$ cat src/pcfg_pkg.sv
// Purpose: constants and types for the pci configuration header register bank
// Assumes: 32-bit register port, byte addresses as printed
// Notes: revision reset value is arbitrary
package pcfg_pkg;
	// register byte addresses
	localparam logic [15:0] ADDR_STATUS_CMD = 16'hd004;
	localparam logic [15:0] ADDR_CLASS_REV = 16'hd008;
	localparam logic [15:0] ADDR_HDR_MISC = 16'hd00c;
	localparam logic [15:0] ADDR_LOAD_WORD1 = 16'hd1e4;
	localparam logic [15:0] ADDR_LOAD_WORD3 = 16'hd1ec;
	// status/command field positions
	localparam int B_PAR_SEEN = 31;
	localparam int B_SYS_ERR = 30;
	localparam int B_MABORT_GOT = 29;
	localparam int B_TABORT_GOT = 28;
	localparam int B_TABORT_SENT = 27;
	localparam int B_INIT_PAR = 24;
	localparam int B_FBB_EN = 9;
	localparam int B_SERR_EN = 8;
	localparam int B_PER_EN = 6;
	localparam int B_MWI_EN = 4;
	localparam int B_BUS_MASTER = 2;
	localparam int B_MEM = 1;
	localparam int B_IO = 0;
	// fixed status bits: devsel medium, b2b capable, no 66 MHz, capability list
	localparam logic [31:0] STATUS_FIXED = 32'h02900000;
	localparam logic [31:0] STATUS_W1C_MASK = 32'hf9000000;
	localparam logic [15:0] CMD_RW_MASK = 16'h0357;
	localparam logic [15:0] CMD_RESET = 16'h0000;
	// class/revision reset values
	localparam logic [23:0] CLASS_RESET = 24'h060000;
	localparam logic [7:0] REV_RESET = 8'h00;
	// header/misc fields
	localparam logic [6:0] HDR_RESET = 7'h00;
	localparam int HDR_LSB = 16;
	localparam int LAT_LSB = 8;
	localparam logic [7:0] LAT_RW_MASK = 8'hfc;
	localparam logic [7:0] LAT_RESET = 8'h00;
	localparam logic [7:0] LINE_SIZE_RESET = 8'h00;
	// strap capture delay after reset release, covers the synchroniser
	localparam logic [1:0] STRAP_WAIT = 2'h3;

	// pci-side inputs, all sampled across the domain
	typedef struct packed {
		logic clk;
		logic rd_perr_init;
		logic wr_perr_tgt;
		logic addr_perr;
		logic spc_perr;
		logic master_abort;
		logic abort_was_special;
		logic tgt_abort_rx;
		logic tgt_abort_tx;
		logic perr_as_master;
		logic own_access;
		logic gnt_n;
		logic boot_pci;
		logic host_mode;
	} pcfg_pin_t;

	typedef struct packed {
		pcfg_pin_t s1;
		pcfg_pin_t s2;
		pcfg_pin_t s3;
		logic [7:0] sts;
		logic [15:0] cmd;
		logic [23:0] class_code;
		logic [7:0] rev;
		logic [6:0] hdr;
		logic [7:0] lat;
		logic [7:0] line_size;
		logic [7:0] lat_cnt;
		logic end_access;
		logic serr_oe;
		logic perr_oe;
		logic [1:0] strap_cnt;
		logic bm_written;
		logic [31:0] rdata;
		logic [15:0] sat_status;
	} pcfg_state_t;
endpackage : pcfg_pkg

$ cat src/pcfg_regs.sv
// Purpose: pci configuration header registers (status/command, class/revision, header/misc)
// Assumes: pci clock and pci events sampled on ref_clk; load window/pending from same clock
// Notes: registers hidden in satellite mode; status mirror offered on a port
// Operation
// parity_error_seen sets on read-initiator, write-target data or address parity error.
// system_error_raised sets whenever SERR* is driven active.
// master_abort_got sets on own initiator master abort, except special cycles.
// target_abort_got sets when our initiated transfer is target aborted.
// target_abort_issued sets when we, as target, target abort.
// status flags reset to zero; write one clears, zero keeps.
// devsel_speed reads medium; target claims within medium decode timing.
// initiator_parity_flag needs master role, PERR* seen and parity response enabled.
// back_to_back_capable one, high_speed_capable zero, capability_list_present one.
// fast back-to-back issued only with back_to_back_enable; resets zero.
// SERR* driven only with system_error_enable and parity_response_enable set.
// parity_response_enable clear: no PERR*/SERR*, transfer continues normally.
// memory write and invalidate used only with write_invalidate_enable; resets zero.
// bus_master_enable resets one only in pci boot host mode; gates initiator.
// memory and io target responses gated by their enables; both reset zero.
// stepping, palette snoop, special cycle, self test, multi-function bits read zero.
// class code and revision change only via load word1 during load window.
// class code resets to host bridge value; revision to undisclosed value.
// header registers unreachable in satellite mode; status mirrored elsewhere.
// header_layout resets type 0; loads from load word3 while pending.
// latency_timer low bits zero; ends own access that many clocks after GNT* loss.
// cache_line_size resets zero, writable, selects burst read command.
//
// The plain strobed port was decided locally.
`timescale 1ns/100ps
module pcfg_regs
	import pcfg_pkg::*;
(
	// clock and reset
	input wire logic ref_clk,
	input wire logic rst_n,
	// register port
	input wire logic [15:0] reg_addr,
	input wire logic [31:0] reg_wdata,
	input wire logic reg_wr,
	input wire logic reg_rd,
	output logic [31:0] reg_rdata,
	// controller mode, same clock
	input wire logic satellite_mode,
	input wire logic config_load_window,
	input wire logic config_load_pending,
	// pci side inputs, asynchronous
	input wire logic pci_clk,
	input wire logic rd_perr_init,
	input wire logic wr_perr_tgt,
	input wire logic addr_perr,
	input wire logic spc_perr,
	input wire logic master_abort,
	input wire logic abort_was_special,
	input wire logic tgt_abort_rx,
	input wire logic tgt_abort_tx,
	input wire logic perr_as_master,
	input wire logic own_access,
	input wire logic gnt_n,
	// straps
	input wire logic boot_pci,
	input wire logic host_mode,
	// pci side controls and satellite status mirror
	output logic serr_n_oe,
	output logic perr_n_oe,
	output logic end_access,
	output logic bus_master_on,
	output logic mem_space_on,
	output logic io_space_on,
	output logic fast_b2b_on,
	output logic mwi_on,
	output logic [7:0] cache_line_size,
	output logic [15:0] sat_status
);

	pcfg_state_t state_reg;
	pcfg_state_t state_next;
	pcfg_pin_t pins;
	logic pci_edge;
	logic wr_stat_cmd;
	logic wr_cr;
	logic wr_hm;
	logic [7:0] sts_set;
	logic [7:0] sts_clr;
	logic [31:0] sts_word;
	logic par_resp_on;
	logic serr_cond;

	////////////////////////////////////////////////////////////////////////////
	// input capture
	always_comb begin
		pins.clk = pci_clk;
		pins.rd_perr_init = rd_perr_init;
		pins.wr_perr_tgt = wr_perr_tgt;
		pins.addr_perr = addr_perr;
		pins.spc_perr = spc_perr;
		pins.master_abort = master_abort;
		pins.abort_was_special = abort_was_special;
		pins.tgt_abort_rx = tgt_abort_rx;
		pins.tgt_abort_tx = tgt_abort_tx;
		pins.perr_as_master = perr_as_master;
		pins.own_access = own_access;
		pins.gnt_n = gnt_n;
		pins.boot_pci = boot_pci;
		pins.host_mode = host_mode;
	end

	assign pci_edge = state_reg.s2.clk & ~state_reg.s3.clk;
	assign par_resp_on = state_reg.cmd[B_PER_EN];
	// accesses are dropped in satellite mode
	assign wr_stat_cmd = reg_wr & ~satellite_mode & (reg_addr == ADDR_STATUS_CMD);
	assign wr_cr = reg_wr & ~satellite_mode & (reg_addr == ADDR_LOAD_WORD1) & config_load_window;
	assign wr_hm = reg_wr & ~satellite_mode & (reg_addr == ADDR_HDR_MISC);
	assign serr_cond = state_reg.s2.addr_perr | state_reg.s2.spc_perr;

	////////////////////////////////////////////////////////////////////////////
	// status event sets, flag byte holds status bits 31:27, two zeros, then 24
	always_comb begin
		sts_set = 8'h00;
		if (pci_edge) begin
			sts_set[7] = state_reg.s2.rd_perr_init | state_reg.s2.wr_perr_tgt
				| state_reg.s2.addr_perr;
			sts_set[6] = serr_cond & par_resp_on & state_reg.cmd[B_SERR_EN];
			sts_set[5] = state_reg.s2.master_abort & ~state_reg.s2.abort_was_special;
			sts_set[4] = state_reg.s2.tgt_abort_rx;
			sts_set[3] = state_reg.s2.tgt_abort_tx;
			sts_set[0] = state_reg.s2.perr_as_master & par_resp_on;
		end
		sts_clr = wr_stat_cmd ? {reg_wdata[31:27], 2'b00, reg_wdata[24]} : 8'h00;
		sts_word = STATUS_FIXED
			| {state_reg.sts[7:3], 2'b00, state_reg.sts[0], 24'h000000};
	end

	////////////////////////////////////////////////////////////////////////////
	// next state
	always_comb begin
		state_next = state_reg;
		state_next.s1 = pins;
		state_next.s2 = state_reg.s1;
		state_next.s3 = state_reg.s2;
		// set wins over a same-cycle clear
		state_next.sts = (state_reg.sts & ~sts_clr) | sts_set;
		if (wr_stat_cmd) begin
			state_next.cmd = (reg_wdata[15:0] & CMD_RW_MASK)
				| (state_reg.cmd & ~CMD_RW_MASK);
		end
		if (wr_stat_cmd) begin
			state_next.bm_written = 1'b1;
		end
		// bus master default follows boot straps once they are settled
		if (state_reg.strap_cnt != STRAP_WAIT) begin
			state_next.strap_cnt = state_reg.strap_cnt + 2'h1;
			if ((state_reg.strap_cnt + 2'h1 == STRAP_WAIT) && !state_reg.bm_written
					&& !wr_stat_cmd) begin
				state_next.cmd[B_BUS_MASTER] = state_reg.s2.boot_pci
					& state_reg.s2.host_mode;
			end
		end
		if (wr_cr) begin
			state_next.class_code = reg_wdata[31:8];
			state_next.rev = reg_wdata[7:0];
		end
		if (reg_wr && !satellite_mode && (reg_addr == ADDR_LOAD_WORD3)
				&& config_load_pending) begin
			state_next.hdr = reg_wdata[HDR_LSB +: 7];
		end
		if (wr_hm) begin
			state_next.lat = reg_wdata[LAT_LSB +: 8] & LAT_RW_MASK;
			state_next.line_size = reg_wdata[7:0];
		end
		// pci side drives, held for one pci clock
		if (pci_edge) begin
			state_next.serr_oe = serr_cond & par_resp_on & state_reg.cmd[B_SERR_EN];
			state_next.perr_oe = (state_reg.s2.rd_perr_init | state_reg.s2.wr_perr_tgt)
				& par_resp_on;
			// latency expiry after grant loss during own access
			if (!state_reg.s2.own_access) begin
				state_next.lat_cnt = 8'h00;
				state_next.end_access = 1'b0;
			end else if (state_reg.s2.gnt_n && !state_reg.end_access) begin
				state_next.lat_cnt = state_reg.lat_cnt + 8'h01;
				state_next.end_access = (state_reg.lat_cnt + 8'h01 >= state_reg.lat);
			end
		end
		// read data stands in the cycle after the strobe only
		state_next.rdata = 32'h00000000;
		if (reg_rd && !satellite_mode) begin
			case (reg_addr)
				ADDR_STATUS_CMD: state_next.rdata = sts_word | {16'h0000, state_reg.cmd};
				ADDR_CLASS_REV: state_next.rdata = {state_reg.class_code, state_reg.rev};
				ADDR_HDR_MISC: state_next.rdata = {9'h000, state_reg.hdr, state_reg.lat,
					state_reg.line_size};
				default: state_next.rdata = 32'h00000000;
			endcase
		end
		state_next.sat_status = sts_word[31:16];
		if (!rst_n) begin
			state_next = '0;
			state_next.cmd = CMD_RESET;
			state_next.class_code = CLASS_RESET;
			state_next.rev = REV_RESET;
			state_next.hdr = HDR_RESET;
			state_next.lat = LAT_RESET;
			state_next.line_size = LINE_SIZE_RESET;
		end
	end

	always_ff @(posedge ref_clk) begin
		state_reg <= state_next;
	end

	////////////////////////////////////////////////////////////////////////////
	// outputs
	assign reg_rdata = state_reg.rdata;
	assign serr_n_oe = state_reg.serr_oe;
	assign perr_n_oe = state_reg.perr_oe;
	assign end_access = state_reg.end_access;
	assign bus_master_on = state_reg.cmd[B_BUS_MASTER];
	assign mem_space_on = state_reg.cmd[B_MEM];
	assign io_space_on = state_reg.cmd[B_IO];
	assign fast_b2b_on = state_reg.cmd[B_FBB_EN];
	assign mwi_on = state_reg.cmd[B_MWI_EN];
	assign cache_line_size = state_reg.line_size;
	assign sat_status = state_reg.sat_status;
endmodule : pcfg_regs

$ cat config.mk
export PLATFORM = sky130hd
export DESIGN_NAME = pcfg_regs
export DESIGN_NICKNAME = d
export VERILOG_FILES = /design/src/pcfg_pkg.sv /design/src/pcfg_regs.sv
export SDC_FILE = /design/constraint.sdc
export NUM_CORES = 1
export LEC_CHECK = 0
export BUFFER_PORTS_ARGS = -buffer_cell sky130_fd_sc_hd__clkbuf_2
export CAP_MARGIN = 30
export CORE_MARGIN = 4
export CORE_UTILIZATION = 45
export CTS_BUF_LIST = sky130_fd_sc_hd__clkbuf_16
export CTS_CLUSTER_DIAMETER = 40
export DETAILED_ROUTE_END_ITERATION = 10
export GPL_TIMING_DRIVEN = 0
export PLACE_DENSITY = 0.8
export SYNTH_ARGS = -nofsm -noshare
export SYNTH_HDL_FRONTEND = slang
export SYNTH_SLANG_ARGS = --single-unit
$ cat constraint.sdc
create_clock -name ref_clk -period 2.3 [get_ports ref_clk]
set_input_delay 0.46 -clock ref_clk [delete_from_list [all_inputs] [get_ports ref_clk]]
set_output_delay 0.46 -clock ref_clk [all_outputs]
set_load 0.02 [all_outputs]
**Word-level counts from Yosys, hierarchy flattened**

Cells that the tools add are included.

- Bitwise operators: 23
- Shift-type cells: 0
- Div/mod/pow operators: 0
- Mux-type cells: 10
- Add/sub/neg operators: 2
- Reduce and logical (&&, ||, !) cells: 13
- Equality and inequality tests: 8
- Magnitude comparators: 1
- $mul: 0

Operator list:

| operator | number |
|---|---|
| 32-bit one-hot mux with 3 select lines | 1 |
| 16-bit equality test, second input constant | 5 |
| 32-bit by 16-bit bitwise OR with 32-bit output | 1 |
| 9-bit two-way mux | 2 |
| 10-bit by 16-bit bitwise OR with 16-bit output | 1 |
| 1-bit AND | 12 |
| 10-bit two-way mux | 1 |
| 8-bit by 1-bit adder with 8-bit output, second input constant | 1 |
| 8-bit AND | 1 |
| 8-bit >= comparator | 1 |
| 8-bit two-way mux | 1 |
| 8-bit NOT | 1 |
| 8-bit bitwise OR | 1 |
| 1-bit logical AND | 7 |
| 5-bit two-way mux | 1 |
| 1-bit logical NOT | 4 |
| 2-bit AND reduction | 2 |
| 1-bit two-way mux | 3 |
| 3-bit two-way mux | 1 |
| 1-bit NOT | 3 |
| 1-bit bitwise OR | 3 |
| 2-bit by 1-bit adder with 2-bit output, second input constant | 1 |
| 2-bit equality test, second input constant | 1 |
| 2-bit by 1-bit inequality test with 1-bit output, second input constant | 1 |
| 2-bit inequality test, second input constant | 1 |

- Input port bits: 69
- Memory bits (writable): 0
- Bits in latches: 0
- Bits in read-only memories: 0
- Register bits: 168
- Word-level logic and storage cells: 103
- Output and inout port bits: 64
- Memories: 0

**Depth between registers and ports, before layout**

- Depth in word-level cells: 7
- Depth in mapped cells: 9
- Depth with buffers taken out: 9

**Worst setup path after synthesis**

No wires, ideal clock.

- Path type: input -> register
- From: in reg_addr[11]
- To: reg state_reg[110] in the netlist's numbering
- Data required time: 2168 ps
- Library setup time: 132 ps
- Stages: 7
- Buffers on the path: 3
- Setup slack: -49 ps
- Arrival: 2217 ps
- Cells stage by stage: or4b_1 > buf_2 > or4_1 > clkbuf_2 > clkbuf_1 > o21ai_0 > nand3_1

- Cells in the longest elaborated chain, start to end: 3

RTL lines:

| item | RTL line | RTL |
|---|---|---|
| start: declaration | pcfg_regs.sv:37 | `input wire logic [15:0] reg_addr,` |
| 16-bit equality test | pcfg_regs.sv:111 | `assign wr_cr = reg_wr & ~satellite_mode & (reg_addr == ADDR_LOAD_WORD1) & config_load_window;` |
| 1-bit AND (2 in series) | pcfg_regs.sv:111 |  |
| end signal: assignment | pcfg_regs.sv:208 | `state_reg <= state_next;` |
| end: declaration | pcfg_regs.sv:75 | `pcfg_state_t state_reg;` |

Every way passes these cells.
A chain may end at the register's enable or synchronous reset.

**Worst setup path after layout**

- From: in reg_addr[11]
- To: reg state_reg[97] in the netlist's numbering

Same word-level chain as after synthesis.

==> out/metrics.csv <==
metric,value,unit
rows,41,
seq_area_frac_synth,49.7,%
drt_iter0_markers,462,
finalHoldViolCount,0,
r2r_start,state_reg[54],
worstPathMaxFanout,10,
gp_congestion,0.905,
max-cap-violations,0,
post-route-util,59.0,%
antenna_found_initial,0,
hold_end,state_reg[177],
worst_slew_pin_slew,0.691,ns
dieArea,15200,um2
cts_root_buf,clkbuf_16,
relSlewSlack,54.0,%
grt-ovfl-total,0,
dp_hpwl,11.4,mm
synth_edf_count,0,
firstDrtPassIters,5,
grt_max_degree,17,
cts.path.max_buffers,2,
p_per_area,773,nW/um2
grt_pass1_vias,4978,
r2r_slack,0.17,ns
fin_ws,0.0684,ns
dieWidth,123,um
initial_core_util,46.5,%
grt_pass1_wl,25.4,mm
io_pins,133,
n_fill_cell,1123,
clock_latency,0.43,ns
cts_tree,done,
largest_reg_flops,92,
drc,0,
fin_cells,1005,
finalNetCount,900,
drt-wirelength-per-cell,16.5,um
irDropWorstVdd,711,uV
min_period,2.23,ns
chipHeight,123,um
hold_slack,0.232,ns
status,completed,
io_buffer_count,125,
hold_class,primary input to register,
p_leak,3.05,nW
worstPathArrival,2.58,ns
skew,0.00641,ns
yosys_warnings,0,
synth_cell_type_count,48,
worstSetupEndpointType,register,
syn_to_final_growth,26.9,%
async_flop_share,0,%
r2r_end,end_access,
hold_path_depth,2,
cp_data_required_time,2.65,ns
cp-start-kind,primary input,
clock_sinks,148,
worstSetupPathType,primary input to register,
via_count,5381,
finalCritPeriodShare,97.0,%
dpl-instance-area,6860,um2
design_area,7570,um2
diodes,0,
syn-cell-area,5970,um2
setup_violations,0,
drt-total-wl,16.6,mm
vias_per_cell,5.35,
ant_nets,0,
dp.cells,974,
syn_inst,669,
drive_gt1_share,29.3,%
synth_flop_cell,dfxtp_1,
path_clk_slew,0.06,ns
cts_buffers,17,
p_total,5.85,mW
rsz0062_at_grt,no,
htreeDepth,4,
ys_ff_latch,148,
worstHoldStart,master_abort,
avgSynthCellArea,8.92,um2
reg2reg_depth,9,
tns,0,ns
finalMaxSlewViolations,0,
clock.fmax,0.448,GHz
track_usage,22.0,%
coreArea,12800,um2
pre_cts_slack,-0.774,ns
critical path, cell delays in order:
cell and delay, ns:
clkbuf_2 0.08, or4b_4 0.52, buf_6 0.16, nor4_2 0.48, clkbuf_1 0.50, nand3_1 0.18
a21oi_1 0.19
power by group:
part           internal [mW]  switching (mW)  leakage, nW
clock                   1.91            1.09        0.310
sequential              2.60          0.0137         1.20
combinational          0.100           0.147         1.54
total                   4.61            1.25         3.05
cells by family (layout without fill, tap and decap cells):
kind of cell	Yosys count	count (layout)	share of synthesized area (%)
flops	148	148	49.7
simple gates	202	202	18.2
xor+xnor	5	5	0.734
compound gates	184	184	17.7
mux	2	2	0.336
fa+ha+maj	10	10	2.10
other cells	1	7	0.0629
buf+inv	117	275	11.2
cell usage in the layout, fill, tap and decap left out, types with 14 or more instances in the layout:
master	n
nor2_1	40
o21ai_0	64
and2_1	35
clkbuf_2	131
a21oi_1	74
dfxtp_1	145
a22oi_1	30
inv_1	14
clkbuf_1	34
clkbuf_16	17
nand3_1	69
buf_4	57
nand2_1	15
layer usage:
metal | vias to the layer above | wire length (um) | share of wire, % | track usage, %
met5 | - | 0 | 0 | 0
met3 | 37 | 1510 | 9.1 | 6.95
met1 | 2476 | 6790 | 41 | 26.9
met4 | 0 | 487 | 2.9 | 10.2
met2 | 277 | 7780 | 47 | 35.3
li1 | 2591 | - | - | -
how the worst max path moves through the flow:
stage / cells past startpoint / slack, ns / startpoint / endpoint
after CTS: 9 / 0.01 / state_reg[55] / end_access
after global routing: 7 / 0.0007 / reg_addr[5] / reg_rdata[6]
after global placement: 7 / -0.70 / reg_addr[5] / reg_rdata[6]
after detailed placement: 7 / -0.77 / reg_addr[5] / reg_rdata[6]
after floorplan: 7 / 0.02 / reg_addr[11] / state_reg[110]
final: 7 / 0.07 / reg_addr[11] / state_reg[97]
synthesized netlist by cell type (6+ instances only):
cell type  instances  area share, %
nor2_1            40            2.5
nand2_1           15           0.94
a21oi_1           74            6.2
a22oi_1           30            3.8
nor3_1             7           0.59
inv_1             13           0.82
dfxtp_1          148             50
ha_1              10            2.1
buf_4             56            7.0
nor4_1             6           0.63
clkbuf_1          40            2.5
o21ai_0           64            5.4
and2_1            35            3.7
nand3_1           70            5.9
what timing repair did:
action	4_1_cts	5_1_grt
endpoints found under the setup margin	41	19
pin swaps	0	1
hold buffers	0	0
resized for setup	7	15
buffers inserted	0	0
final cells by class:
| type | count | area, um2 | area share [%] |
|---|---|---|---|
| Inverter | 14 | 52.6 | 0.694 |
| Multi-Input combinational cell | 410 | 2420 | 32.0 |
| Sequential cell | 148 | 2970 | 39.2 |
| Clock inverter | 14 | 209 | 2.76 |
| Tap cell | 172 | 215 | 2.84 |
| Timing Repair Buffer | 127 | 637 | 8.41 |
| Clock buffer | 17 | 425 | 5.62 |
| Buffer | 103 | 641 | 8.46 |
No activity file was read; power rests on OpenSTA's default activity.
